==> src/design/smartcard_alt_pkg.sv <==
// constants, types and register map of the smart card alternate control bank
// ===========================================================================
// What this block does
// - timer run bit 0 stops timer, 1 reloads and starts it; counts ETUs
// - without auto-reload, hardware clears a timer's run bit at expiry
// - run and trigger writes are ignored while controller enable is 0
// - writing 1 to warm reset trigger starts warm reset; 0 does nothing
// - warm reset completion clears its trigger and sets init done flag
// - writing 1 to activation trigger starts activation; 0 does nothing
// - activation completion clears its trigger and sets init done flag
// - writing 1 to deactivation trigger starts deactivation; 0 does nothing
// - deactivation completion clears its trigger and sets init done flag
// - setting either path reset clears all pending sequence triggers
// - receive path reset flushes receive buffer, state machine and pointers
// - receive path reset bit clears itself when the reset has finished
// - transmit path reset flushes transmit buffer, state machine, pointers
// - sync flag bit 31 reads 1 while a write is still settling
package smartcard_alt_pkg;

    // ======================================================================
    // register offsets (byte addresses)
    localparam logic [7:0] OFF_MAIN = 8'h00;
    localparam logic [7:0] OFF_ALT = 8'h04;
    localparam logic [7:0] OFF_TMR0 = 8'h08;
    localparam logic [7:0] OFF_TMR1 = 8'h0c;
    localparam logic [7:0] OFF_TMR2 = 8'h10;
    localparam logic [7:0] OFF_STS = 8'h14;
    localparam logic [7:0] OFF_CLR = 8'h18;
    localparam logic [7:0] OFF_IEN = 8'h1c;

    // ======================================================================
    // field positions
    localparam int MAIN_EN_BIT = 0;
    localparam int MAIN_SEL_LO = 13;
    localparam int ALT_TX_RST_BIT = 0;
    localparam int ALT_RX_RST_BIT = 1;
    localparam int ALT_DEACT_BIT = 2;
    localparam int ALT_ACT_BIT = 3;
    localparam int ALT_WARM_BIT = 4;
    localparam int ALT_RUN_LO = 5;
    localparam int ALT_ACTIVE_LO = 13;
    localparam int ALT_SYNC_BIT = 31;
    localparam int TMR_RELOAD_BIT = 26;
    localparam int STS_TMR_LO = 3;
    localparam int STS_INIT_BIT = 8;

    // ======================================================================
    // reset values and counts
    localparam logic [31:0] REG_RESET = 32'h0000_0000;
    localparam logic [11:0] ETU_DIV = 12'h173;
    localparam logic [15:0] SEQ_PHASE_CYCLES = 16'h0100;
    localparam logic [3:0] PATH_RESET_CYCLES = 4'h4;
    localparam logic [1:0] SYNC_CYCLES = 2'h2;

    typedef enum {SEQ_IDLE, SEQ_PH1, SEQ_PH2, SEQ_PH3} seq_state_t;
    typedef enum {KIND_ACT, KIND_WARM, KIND_DEACT} seq_kind_t;

    typedef struct packed {
        logic cyc;
        logic stb;
        logic we;
        logic [7:0] adr;
        logic [3:0] sel;
        logic [31:0] dat;
    } wb_req_t;

    typedef struct packed {
        logic power;
        logic clkEn;
        logic rstHigh;
    } card_pins_t;

endpackage

==> src/design/smartcard_alt_control.sv <==
// alternate control bank: timers, sequence triggers, path resets, wishbone
//
// Our own choices: the Wishbone interface to the registers and the address map.
module smartcard_alt_control (
    // clock and reset
    input wire logic clock,
    input wire logic srst,
    // wishbone classic slave
    input wire smartcard_alt_pkg::wb_req_t wbReq,
    output logic wbAck,
    output logic [31:0] wbDat,
    // card contact controls
    output smartcard_alt_pkg::card_pins_t cardPins,
    // path resets toward transmit and receive buffers
    output logic txPathReset,
    output logic rxPathReset,
    // interrupt
    output logic irq
);
    import smartcard_alt_pkg::*;

    // ======================================================================
    // bus decode
    logic strobe;
    logic wr;
    logic [31:0] mainCtl;
    logic [31:0] tmrCtl [3];
    logic [31:0] stsReg;
    logic [31:0] ienReg;
    logic [31:0] altRead;
    logic [31:0] altMerged;
    logic altWrite;
    logic ctlEnable;
    logic pathSet;
    logic [2:0] run;
    logic [2:0] timerDone;
    logic [1:0] pathBusy;
    logic [2:0] trig;
    logic [2:0] trigSet;
    logic [2:0] trigDone;
    logic [1:0] syncCnt;
    logic seqDone;
    seq_state_t seqState;
    seq_kind_t seqKind;

    function automatic logic [31:0] merge(input logic [31:0] cur,
                                          input logic [31:0] dat,
                                          input logic [3:0] sel);
        logic [31:0] res;
        res = cur;
        for (int b = 0; b < 4; b++) begin
            if (sel[b]) begin
                res[8*b +: 8] = dat[8*b +: 8];
            end
        end
        return res;
    endfunction

    assign strobe = wbReq.cyc & wbReq.stb & ~wbAck;
    assign wr = strobe & wbReq.we;
    assign altWrite = wr && (wbReq.adr == OFF_ALT);
    assign ctlEnable = mainCtl[MAIN_EN_BIT];
    assign altMerged = merge(altRead, wbReq.dat, wbReq.sel);
    // either path reset bit written as 1
    assign pathSet = altWrite & (altMerged[ALT_TX_RST_BIT]
                                 | altMerged[ALT_RX_RST_BIT]);

    always_ff @(posedge clock) begin
        if (srst) begin
            wbAck <= 1'b0;
        end else begin
            wbAck <= strobe;
        end
    end

    always_comb begin
        altRead = REG_RESET;
        altRead[ALT_SYNC_BIT] = (syncCnt != 2'h0);
        altRead[ALT_ACTIVE_LO +: 3] = run;
        altRead[ALT_RUN_LO +: 3] = run;
        altRead[ALT_WARM_BIT] = trig[1];
        altRead[ALT_ACT_BIT] = trig[0];
        altRead[ALT_DEACT_BIT] = trig[2];
        altRead[ALT_RX_RST_BIT] = pathBusy[1];
        altRead[ALT_TX_RST_BIT] = pathBusy[0];
    end

    // unmapped and write-only offsets read as zero
    always_ff @(posedge clock) begin
        if (srst) begin
            wbDat <= REG_RESET;
        end else if (strobe) begin
            case (wbReq.adr)
                OFF_MAIN: wbDat <= mainCtl;
                OFF_ALT: wbDat <= altRead;
                OFF_TMR0: wbDat <= tmrCtl[0];
                OFF_TMR1: wbDat <= tmrCtl[1];
                OFF_TMR2: wbDat <= tmrCtl[2];
                OFF_STS: wbDat <= stsReg;
                OFF_IEN: wbDat <= ienReg;
                default: wbDat <= REG_RESET;
            endcase
        end
    end

    // ======================================================================
    // plain read/write registers
    always_ff @(posedge clock) begin
        if (srst) begin
            mainCtl <= REG_RESET;
            ienReg <= REG_RESET;
        end else if (wr) begin
            if (wbReq.adr == OFF_MAIN) begin
                mainCtl <= merge(mainCtl, wbReq.dat, wbReq.sel);
            end
            if (wbReq.adr == OFF_IEN) begin
                ienReg <= merge(ienReg, wbReq.dat, wbReq.sel);
            end
        end
    end

    // write tracking: the flag covers the settling time of the bank
    always_ff @(posedge clock) begin
        if (srst) begin
            syncCnt <= 2'h0;
        end else if (altWrite) begin
            syncCnt <= SYNC_CYCLES;
        end else if (syncCnt != 2'h0) begin
            syncCnt <= syncCnt - 2'h1;
        end
    end

    // ======================================================================
    // etu divider shared by the three timers
    logic [11:0] etuCnt;
    logic etuTick;
    assign etuTick = (etuCnt == ETU_DIV);

    always_ff @(posedge clock) begin
        if (srst || etuTick) begin
            etuCnt <= 12'h000;
        end else begin
            etuCnt <= etuCnt + 12'h001;
        end
    end

    // ======================================================================
    // internal timers; selection field is software's concern, not checked
    // here since the timer path itself does not see it
    for (genvar i = 0; i < 3; i++) begin : g_timer
        logic [23:0] count;
        logic [23:0] reload;
        logic [7:0] tmrOff;
        logic runWrite;
        assign tmrOff = OFF_TMR0 + 8'(4 * i);
        // timer0 is 24 bits wide, the other two 8 bits
        assign reload = (i == 0) ? tmrCtl[i][23:0]
                                 : {16'h0000, tmrCtl[i][7:0]};
        assign runWrite = altWrite & ctlEnable;
        assign timerDone[i] = run[i] & etuTick & (count <= 24'h000001);

        always_ff @(posedge clock) begin
            if (srst) begin
                tmrCtl[i] <= REG_RESET;
            end else if (wr && (wbReq.adr == tmrOff)) begin
                tmrCtl[i] <= merge(tmrCtl[i], wbReq.dat, wbReq.sel);
            end
        end

        always_ff @(posedge clock) begin
            if (srst) begin
                run[i] <= 1'b0;
                count <= 24'h000000;
            end else if (runWrite) begin
                run[i] <= altMerged[ALT_RUN_LO + i];
                count <= reload;
            end else if (timerDone[i]) begin
                count <= reload;
                if (!tmrCtl[i][TMR_RELOAD_BIT]) begin
                    run[i] <= 1'b0;
                end
            end else if (run[i] && etuTick) begin
                count <= count - 24'h000001;
            end
        end
    end

    // ======================================================================
    // path resets: level held for a fixed count, then the bit falls back
    for (genvar p = 0; p < 2; p++) begin : g_path
        logic [3:0] cnt;
        always_ff @(posedge clock) begin
            if (srst) begin
                pathBusy[p] <= 1'b0;
                cnt <= 4'h0;
            end else if (altWrite && altMerged[ALT_TX_RST_BIT + p]) begin
                pathBusy[p] <= 1'b1;
                cnt <= PATH_RESET_CYCLES - 4'h1;
            end else if (cnt != 4'h0) begin
                cnt <= cnt - 4'h1;
            end else begin
                pathBusy[p] <= 1'b0;
            end
        end
    end

    assign txPathReset = pathBusy[0];
    assign rxPathReset = pathBusy[1];

    // ======================================================================
    // sequence triggers: bit0 activation, bit1 warm reset, bit2 deactivation
    always_comb begin
        trigSet = '0;
        if (altWrite && ctlEnable) begin
            trigSet[0] = altMerged[ALT_ACT_BIT];
            trigSet[1] = altMerged[ALT_WARM_BIT];
            trigSet[2] = altMerged[ALT_DEACT_BIT];
        end
        trigDone = '0;
        if (seqDone) begin
            case (seqKind)
                KIND_ACT: trigDone[0] = 1'b1;
                KIND_WARM: trigDone[1] = 1'b1;
                KIND_DEACT: trigDone[2] = 1'b1;
                default: trigDone = '0;
            endcase
        end
    end

    // a fresh write wins over completion in the same cycle
    always_ff @(posedge clock) begin
        if (srst) begin
            trig <= 3'h0;
        end else if (pathSet) begin
            trig <= 3'h0;
        end else begin
            trig <= (trig & ~trigDone) | trigSet;
        end
    end

    // ======================================================================
    // sequencer: three phases of fixed length per kind
    logic [15:0] phaseCnt;
    logic phaseEnd;
    logic kindLive;
    assign phaseEnd = (phaseCnt == 16'h0000);
    assign seqDone = (seqState == SEQ_PH3) && phaseEnd && kindLive && !pathSet;

    always_comb begin
        case (seqKind)
            KIND_ACT: kindLive = trig[0];
            KIND_WARM: kindLive = trig[1];
            KIND_DEACT: kindLive = trig[2];
            default: kindLive = 1'b0;
        endcase
    end

    always_ff @(posedge clock) begin
        if (srst) begin
            seqState <= SEQ_IDLE;
            seqKind <= KIND_ACT;
            phaseCnt <= 16'h0000;
        end else begin
            case (seqState)
                SEQ_IDLE: begin
                    phaseCnt <= SEQ_PHASE_CYCLES;
                    if (!pathSet && trig != 3'h0) begin
                        seqState <= SEQ_PH1;
                        // deactivation outranks activation outranks warm
                        if (trig[2]) begin
                            seqKind <= KIND_DEACT;
                        end else if (trig[0]) begin
                            seqKind <= KIND_ACT;
                        end else begin
                            seqKind <= KIND_WARM;
                        end
                    end
                end
                SEQ_PH1, SEQ_PH2, SEQ_PH3: begin
                    if (!kindLive || pathSet) begin
                        seqState <= SEQ_IDLE;
                    end else if (phaseEnd) begin
                        phaseCnt <= SEQ_PHASE_CYCLES;
                        if (seqState == SEQ_PH1) begin
                            seqState <= SEQ_PH2;
                        end else if (seqState == SEQ_PH2) begin
                            seqState <= SEQ_PH3;
                        end else begin
                            seqState <= SEQ_IDLE;
                        end
                    end else begin
                        phaseCnt <= phaseCnt - 16'h0001;
                    end
                end
                default: seqState <= SEQ_IDLE;
            endcase
        end
    end

    // contact levels move on phase entry, reset rises at the end of phase 3 for activation and warm reset; an aborted sequence leaves them
    always_ff @(posedge clock) begin
        if (srst) begin
            cardPins <= '0;
        end else if (seqState != SEQ_IDLE && kindLive && !pathSet) begin
            case (seqKind)
                KIND_ACT: begin
                    cardPins.power <= 1'b1;
                    cardPins.clkEn <= (seqState != SEQ_PH1);
                    cardPins.rstHigh <= (seqState == SEQ_PH3) && phaseEnd;
                end
                KIND_WARM: begin
                    cardPins.rstHigh <= (seqState == SEQ_PH3) && phaseEnd;
                end
                KIND_DEACT: begin
                    cardPins.rstHigh <= 1'b0;
                    if (seqState != SEQ_PH1) begin
                        cardPins.clkEn <= 1'b0;
                    end
                    if (seqState == SEQ_PH3) begin
                        cardPins.power <= 1'b0;
                    end
                end
                default: cardPins <= cardPins;
            endcase
        end
    end

    // ======================================================================
    // interrupt status: sticky, write-one-to-clear, set wins
    logic [31:0] stsEvents;
    logic [31:0] stsClear;
    always_comb begin
        stsEvents = REG_RESET;
        stsEvents[STS_TMR_LO +: 3] = timerDone;
        stsEvents[STS_INIT_BIT] = seqDone;
        stsClear = REG_RESET;
        if (wr && wbReq.adr == OFF_CLR) begin
            stsClear = merge(REG_RESET, wbReq.dat, wbReq.sel);
        end
    end

    always_ff @(posedge clock) begin
        if (srst) begin
            stsReg <= REG_RESET;
        end else begin
            stsReg <= (stsReg & ~stsClear) | stsEvents;
        end
    end

    assign irq = |(stsReg & ienReg);

    // ======================================================================
    // checks
    a_run_start: assert property (@(posedge clock) disable iff (srst)
        altWrite && ctlEnable && altMerged[ALT_RUN_LO] |=> run[0])
        else $error("timer0 did not start on write of 1");
    a_run_stop: assert property (@(posedge clock) disable iff (srst)
        altWrite && ctlEnable && !altMerged[ALT_RUN_LO + 1]
        |=> !run[1])
        else $error("timer1 did not stop on write of 0");
    a_oneshot_clear: assert property (@(posedge clock) disable iff (srst)
        timerDone[2] && !tmrCtl[2][TMR_RELOAD_BIT] && !altWrite
        |=> !run[2])
        else $error("one-shot timer2 kept running after expiry");
    a_gate_disabled: assert property (@(posedge clock) disable iff (srst)
        altWrite && !ctlEnable && !pathSet && !seqDone
        |=> $stable(trig) && (run == ($past(run) & ~$past(timerDone))))
        else $error("trigger or run bit changed while disabled");
    a_zero_noeffect: assert property (@(posedge clock) disable iff (srst)
        altWrite && !trig[0] && !altMerged[ALT_ACT_BIT] |=> !trig[0])
        else $error("writing zero raised activation trigger");
    a_warm_begin: assert property (@(posedge clock) disable iff (srst)
        seqState == SEQ_IDLE && trig == 3'h2 && !pathSet
        |=> seqState == SEQ_PH1 && seqKind == KIND_WARM)
        else $error("warm reset sequence did not start");
    a_warm_done: assert property (@(posedge clock) disable iff (srst)
        seqDone && seqKind == KIND_WARM && !trigSet[1]
        |=> !trig[1] && stsReg[STS_INIT_BIT])
        else $error("warm reset completion not reported");
    a_act_done: assert property (@(posedge clock) disable iff (srst)
        seqDone && seqKind == KIND_ACT && !trigSet[0]
        |=> !trig[0] && stsReg[STS_INIT_BIT] && cardPins.rstHigh)
        else $error("activation completion not reported");
    a_deact_done: assert property (@(posedge clock) disable iff (srst)
        seqDone && seqKind == KIND_DEACT && !trigSet[2]
        |=> !trig[2] && stsReg[STS_INIT_BIT] && !cardPins.power)
        else $error("deactivation completion not reported");
    a_path_clears: assert property (@(posedge clock) disable iff (srst)
        pathSet |=> trig == 3'h0 && seqState == SEQ_IDLE)
        else $error("path reset left a trigger pending");
    a_rx_selfclear: assert property (@(posedge clock) disable iff (srst)
        $rose(rxPathReset) && !altWrite
        |-> rxPathReset[*4] ##1 !rxPathReset)
        else $error("receive reset did not clear after four cycles");
    a_tx_selfclear: assert property (@(posedge clock) disable iff (srst)
        $rose(txPathReset) && !altWrite
        |-> txPathReset[*4] ##1 !txPathReset)
        else $error("transmit reset did not clear after four cycles");
    a_sync_flag: assert property (@(posedge clock) disable iff (srst)
        altWrite |=> altRead[ALT_SYNC_BIT] [*2] ##1 (altWrite
        || !altRead[ALT_SYNC_BIT]))
        else $error("sync flag timing wrong");

    c_activation: cover property (@(posedge clock) disable iff (srst)
        seqDone && seqKind == KIND_ACT);
    c_timer_expire: cover property (@(posedge clock) disable iff (srst)
        timerDone[0]);
    c_rx_reset: cover property (@(posedge clock) disable iff (srst)
        $fell(rxPathReset));
endmodule

==> config.mk <==
export PLATFORM = sky130hd
export DESIGN_NAME = smartcard_alt_control
export DESIGN_NICKNAME = d
export VERILOG_FILES = /design/src/design/smartcard_alt_pkg.sv /design/src/design/smartcard_alt_control.sv
export SDC_FILE = /design/constraint.sdc
export NUM_CORES = 1
export LEC_CHECK = 0
export ABC_CLOCK_PERIOD_IN_PS = 5750
export BUFFER_PORTS_ARGS = -buffer_cell sky130_fd_sc_hd__buf_2
export CORE_UTILIZATION = 65
export CTS_CLUSTER_SIZE = 8
export DETAILED_ROUTE_END_ITERATION = 16
export GPL_TIMING_DRIVEN = 0
export PLACE_DENSITY = 0.85
export RECOVER_POWER = 25
export SLEW_MARGIN = 20
export SYNTH_ARGS = -nofsm -noshare
export SYNTH_HDL_FRONTEND = slang
export SYNTH_SLANG_ARGS = --single-unit
==> constraint.sdc <==
create_clock -name clock -period 5.75 [get_ports clock]
set_clock_uncertainty 0.15 [all_clocks]
set_input_delay 0.575 -clock clock [delete_from_list [all_inputs] [get_ports clock]]
set_output_delay 0.575 -clock clock [all_outputs]
set_load 0.01 [all_outputs]
Word level (Yosys, flattened, before mapping)
Memories as Yosys holds them, arrays and structs flattened.
Cells that the tools add are included.
{ "totals": {"ff_bits": 314, "latch_bits": 0, "ramBits": 96, "romBits": 0, "in_bits": 49, "out_inout_bits": 39, "n_memories": 1} }
{ "memory_table": {"columns": ["name", "depth", "width", "read_ports", "rd_ports_with_merged_regs", "wr", "line_no", "text"], "rows": [
  ["tmrCtl", 3, 32, 3, 0, 3, "smartcard_alt_control.sv:27", "logic [31:0] tmrCtl [3];"]
]} }
{ "classes": {"addsub": 8, "mul": 0, "div": 0, "magnitude_cmp": 3, "eq_ne": 28, "shift": 0, "muxes": 106, "bitwise": 23, "n_reduce_logical": 68} }
{ "ops": {"columns": ["operator", "count"], "rows": [
  ["$mux W8", 47],
  ["$mux W32", 7],
  ["$pmux W32 S7", 1],
  ["$eq A32 B2 Y1 const B", 4],
  ["$le A24 B1 Y1 const B", 3],
  ["$mux W24", 3],
  ["$sub A24 B1 Y24 const B", 3],
  ["$and A32 B32 Y32", 2],
  ["$eq A32 B1 Y1 const B", 2],
  ["$eq A32 B3 Y1 const B", 2],
  ["$logic_not A32 Y1", 2],
  ["$pmux W32 S2", 1],
  ["$reduce_and A3 Y1", 13],
  ["$eq A8 B5 Y1 const B", 4],
  ["$mux W16", 2],
  ["$ne A32 B2 Y1 const B", 1],
  ["$not A32 Y32", 1],
  ["$or A32 B9 Y32", 1],
  ["$pmux W16 S2", 1],
  ["$reduce_bool A32 Y1", 1],
  ["$reduce_or A32 Y1", 1],
  ["$mux W1", 30],
  ["$ne A2 B2 Y1 const B", 10],
  ["$reduce_bool A2 Y1", 10],
  ["other kinds (29)", 84]
]} }

Longest topological paths before layout
{ "depth": {"word_depth": 11, "ltp_mapped": 9, "ltp_nobuf": 8} }

Worst setup path after synthesis
OpenSTA, ideal clock, no wires.
{ "synth_path": {"kind": "input to register", "startpoint": "input wbReq[41] in the netlist's numbering", "endpoint": "memory tmrCtl[1][0] (enable)", "arrival_ps": 2455, "required_time_ps": 5216, "path_slack_ps": 2761, "path_stages": 6, "n_path_buf": 2, "cell_sequence": "or4_1 clkbuf_1 nor2_1 clkbuf_1 nand2_1 o21ai_0"} }
{ "synth_lines": {"columns": ["element", "line_no", "text"], "rows": [
  ["start: declaration", "smartcard_alt_control.sv:9", "input wire smartcard_alt_pkg::wb_req_t wbReq,"],
  ["end: declaration", "smartcard_alt_control.sv:27", null]
]} }

Final worst setup path
{ "layout_path": {"startpoint": "input wbReq[41] in the netlist's numbering", "endpoint": "register wbDat[11]"} }
{ "layout_via": {"elab_chain_len": 2, "elab_cells_between_ends": 8, "classes_between": "eq/ne: 6; mux: 1; reduce/logical: 1"} }
{ "layout_lines": {"columns": ["element", "line_no", "text"], "rows": [
  ["$eq A8 B5 Y1, or another cell as far along", "smartcard_alt_control.sv:93", "case (wbReq.adr)"],
  ["$pmux W32 S7 (*)", "smartcard_alt_control.sv:93", null],
  ["end signal: assignment", "smartcard_alt_control.sv:94", "OFF_MAIN: wbDat <= mainCtl;"],
  ["end signal: assignment", "smartcard_alt_control.sv:95", "OFF_ALT: wbDat <= altRead;"],
  ["end signal: assignment", "smartcard_alt_control.sv:96", "OFF_TMR0: wbDat <= tmrCtl[0];"],
  ["end: declaration", "smartcard_alt_control.sv:11", "output logic [31:0] wbDat,"]
]} }
Mark *: on every way between the ends. The rest lies on a longest branch, timed or not.
A chain may end at the register's enable or synchronous reset.

==> metrics.md <==
| Metric | Value |
|---|---|
| TNS Setup | `0 ps` |
| Status | `finished with violations` |
| CTS clk-pin slew, worst paths | `50 ps` |
| Global-route total usage across every layer | `40.8%` |
| Slew Viols, Final | `10` |
| Arrival @ worst endpoint | `4390 ps` |
| Initial antenna violation count | `0` |
| Core ar. | `24400 um^2` |
| Initial core utilization | `66.6%` |
| Pwr dens | `302 nW/um^2` |
| Insertion delay to the later sink of the worst-skew pair | `540 ps` |
| Failing checks | `max-capacitance violations, max-slew violations` |
| Largest net degree at the start of global routing | `12` |
| Worst EP required | `6080 ps` |
| Main flop type after synthesis | `dfxtp_1` |
| DR vias | `15100` |
| # hold bufs at CTS | `0` |
| # Post-CTS Setup Buffers | `0` |
| Vias per inst | `6.79` |
| Worst Hold Class | `input pin to flop` |
| Synth-to-Final Area Change | `13.1%` |
| Count of flip-flops with a built-in enable after synthesis | `96` |
| Final antenna-violating net count | `0` |
| Final count of hold timing violations | `0` |
| Pre-Repair DR Iteration Count | `6` |
| Die W | `160 um` |
| Max H-tree Level | `2` |
| Synth unique cells | `84` |
| Sequential area share after synthesis | `49.0%` |
| IO Pins | `88` |
| Worst-Margin Slew | `1920 ps` |
| Ratio of cells with drive above 1 in the final layout | `8.59%` |
| WL final | `52600 um` |
| Die outline height | `160 um` |
| Post-DP HPWL | `36000 um` |
| # rows | `57` |
| Fin crit period | `4060 ps` |
| Critical path peak fanout | `10` |
| Die Area | `25600 um^2` |
| Final GP Congestion | `1.00` |
| Synth async-reset ratio | `0%` |
| Worst setup SP type | `input pin` |
| Relative slew slack | `-30.1%` |
| Overflow after GRT | `0` |
| Fmax achieved | `246 MHz` |
| Post-synthesis cell count | `1735` |
| Synth Net Count | `1801` |
| CTS tree | `done` |
| TritonCTS buffer count | `49` |
| Synth Register Bits | `350` |
| Max VDD drop | `0.309 mV` |
| Residual DRC | `0` |
| Warnings, synthesis | `0` |
| Fin nets | `1934` |
| Post-CTS Resized | `0` |
| Mapped Area | `16300 um^2` |
| Max Root-Sink Buffers | `3` |
| Critical Path End Type | `flop` |
| DRT iter0 DRCs | `2011` |
| # setup viols final | `0` |
| Fin crit share | `70.6%` |
| Pwr Total | `0.00555 W` |
| Vias in the first global route | `14300` |
| WL/cell | `23.7 um` |
| RSZ-0062 raised after global routing | `no` |
| IO buf count | `82` |
| Global-route wire length before repair | `80400 um` |
| Clock tree sinks | `350` |
| Maxcap violations | `1` |
| Clock root buffer | `clkbuf_16` |
| Leak Pwr | `6.96 nW` |
| Kind of critical path | `input pin to flop` |
| Avg Cell Area, Syn | `9.37 um^2` |
-- state kept, by name, summed over array words and instances (netlist names) --
signal         flops
g_timer.count     72
trig               3
seqKind            2
seqState           2
phaseCnt          16
ienReg            32
rxPathReset        1
g_path.cnt         8
mainCtl           32
txPathReset        1
tmrCtl            96
wbAck              1
syncCnt            2
etuCnt            12
cardPins           3
altRead            3
wbDat             32
stsReg            32
-- worst max-delay path, stage by stage --
cell	delay, ps
clkbuf_1	140
nor4b_1	1590
and2_0	250
clkbuf_1	550
clkbuf_1	660
a22oi_1	140
o21ai_0	290
a22o_1	180
-- where the power goes --
part | internal (W) | switching [W] | leakage, nW
clock | 0.00158 | 0.00103 | 0.648
sequential | 0.00259 | 0.0000374 | 3.02
combinational | 0.000102 | 0.000217 | 3.30
-- final timing paths --
kind	start	to	slack (ps)	depth (start not counted)
hold / removal	wbReq[16]	stsReg[16]	120	2
setup / recovery	wbReq[41]	wbDat[11]	1690	8
hold reg to reg	stsReg[2]	stsReg[2]	300	2
setup reg to reg	wbAck	tmrCtl[1][30]	2360	5
-- placed cells by master (no fill, tap or decap), drive strengths merged, types with 5 or more instances in the layout --
cell    netlist  layout
a211oi       15      15
a21oi       120     120
a222oi       25      25
a22o         29      29
a22oi        54      54
a31oi         8       8
and2        105     105
and3         10      10
and4          5       5
buf          25      66
clkbuf       71     193
dfxtp       254     254
edfxtp       96      96
ha           17      17
inv          30      30
mux2         23      23
mux2i        52      52
nand2       198     198
nand3        47      47
nand3b        7       7
nand4        13      13
nor2        175     175
nor3         55      55
nor4         33      33
nor4b         6       6
o21ai        83      83
o221ai        5       5
o22ai         7       7
o41ai         5       5
or3          16      16
or4          18      18
xnor2        39      39
xor2         26      26
-- cells by family (layout without fill, tap and decap cells) --
kind of cell / after synthesis / count (layout) / synth area share, %
and+or+nand+nor: 718 / 718 / 22.6
AOI/OAI and AO/OA: 384 / 384 / 15.5
DFF: 350 / 350 / 49.0
buffers and inverters: 126 / 289 / 3.27
muxes: 75 / 75 / 4.80
xor gates and xnor gates: 65 / 65 / 3.50
adders and majority gates: 17 / 17 / 1.31
other: 0 / 1 / 0
-- area by class of cell --
cell class	instances	area (um^2)
antenna	1	2.50
tap	324	405
buffer	96	417
clock buffer	81	1360
timing repair buffer	82	362
sequential	350	7970
inverter	30	113
multi-input combinational	1259	7750
fill	1720	6010
-- cells in the mapped netlist (8+ instances only) --
library cell / n / area share [%]
dfxtp_1: 254 / 31
nand2_1: 198 / 4.6
nor2_1: 173 / 4.0
a21oi_1: 118 / 3.6
and2_1: 104 / 4.0
edfxtp_1: 96 / 18
clkbuf_1: 71 / 1.6
o21ai_0: 71 / 2.2
a22oi_1: 54 / 2.5
mux2i_1: 52 / 3.2
nor3_1: 50 / 1.5
nand3_1: 46 / 1.4
xnor2_1: 39 / 2.1
a22o_1: 29 / 1.6
inv_1: 29 / 0.67
nor4_1: 29 / 1.1
xor2_1: 26 / 1.4
a222oi_1: 25 / 1.5
mux2_2: 22 / 1.5
buf_2: 17 / 0.52
ha_1: 17 / 1.3
or3_1: 16 / 0.62
or4_1: 16 / 0.74
nand4_1: 13 / 0.50
a211oi_1: 12 / 0.55
o21ai_1: 11 / 0.34
and3_1: 10 / 0.38
a31oi_1: 8 / 0.31
-- stage by stage --
stage | setup slack, ps | instances | util [%] | hold WS, ps | area (um^2)
finish | 1690 | 2223 | 75.3 | 123 | 18400
global route | 1680 | 2222 | 75.3 | 132 | 18400
CTS | 2130 | 2222 | 75.6 | 126 | 18400
detailed placement | 1590 | 2141 | 70.0 | 287 | 17100
global placement | 1460 | 2141 | 70.0 | 276 | 17100
floorplan | 2760 | 1735 | - | 268 | 16300
-- per-layer routing --
layer / global-route usage (%) / vias to the layer above / part of all wire [%]
met5: 0 / - / 0
met4: 22.6 / 0 / 6.2
met3: 11.0 / 288 / 13
met2: 65.3 / 1115 / 45
met1: 50.0 / 7093 / 36
li1: - / 6590 / -
Power figures use the tool's default switching activity.
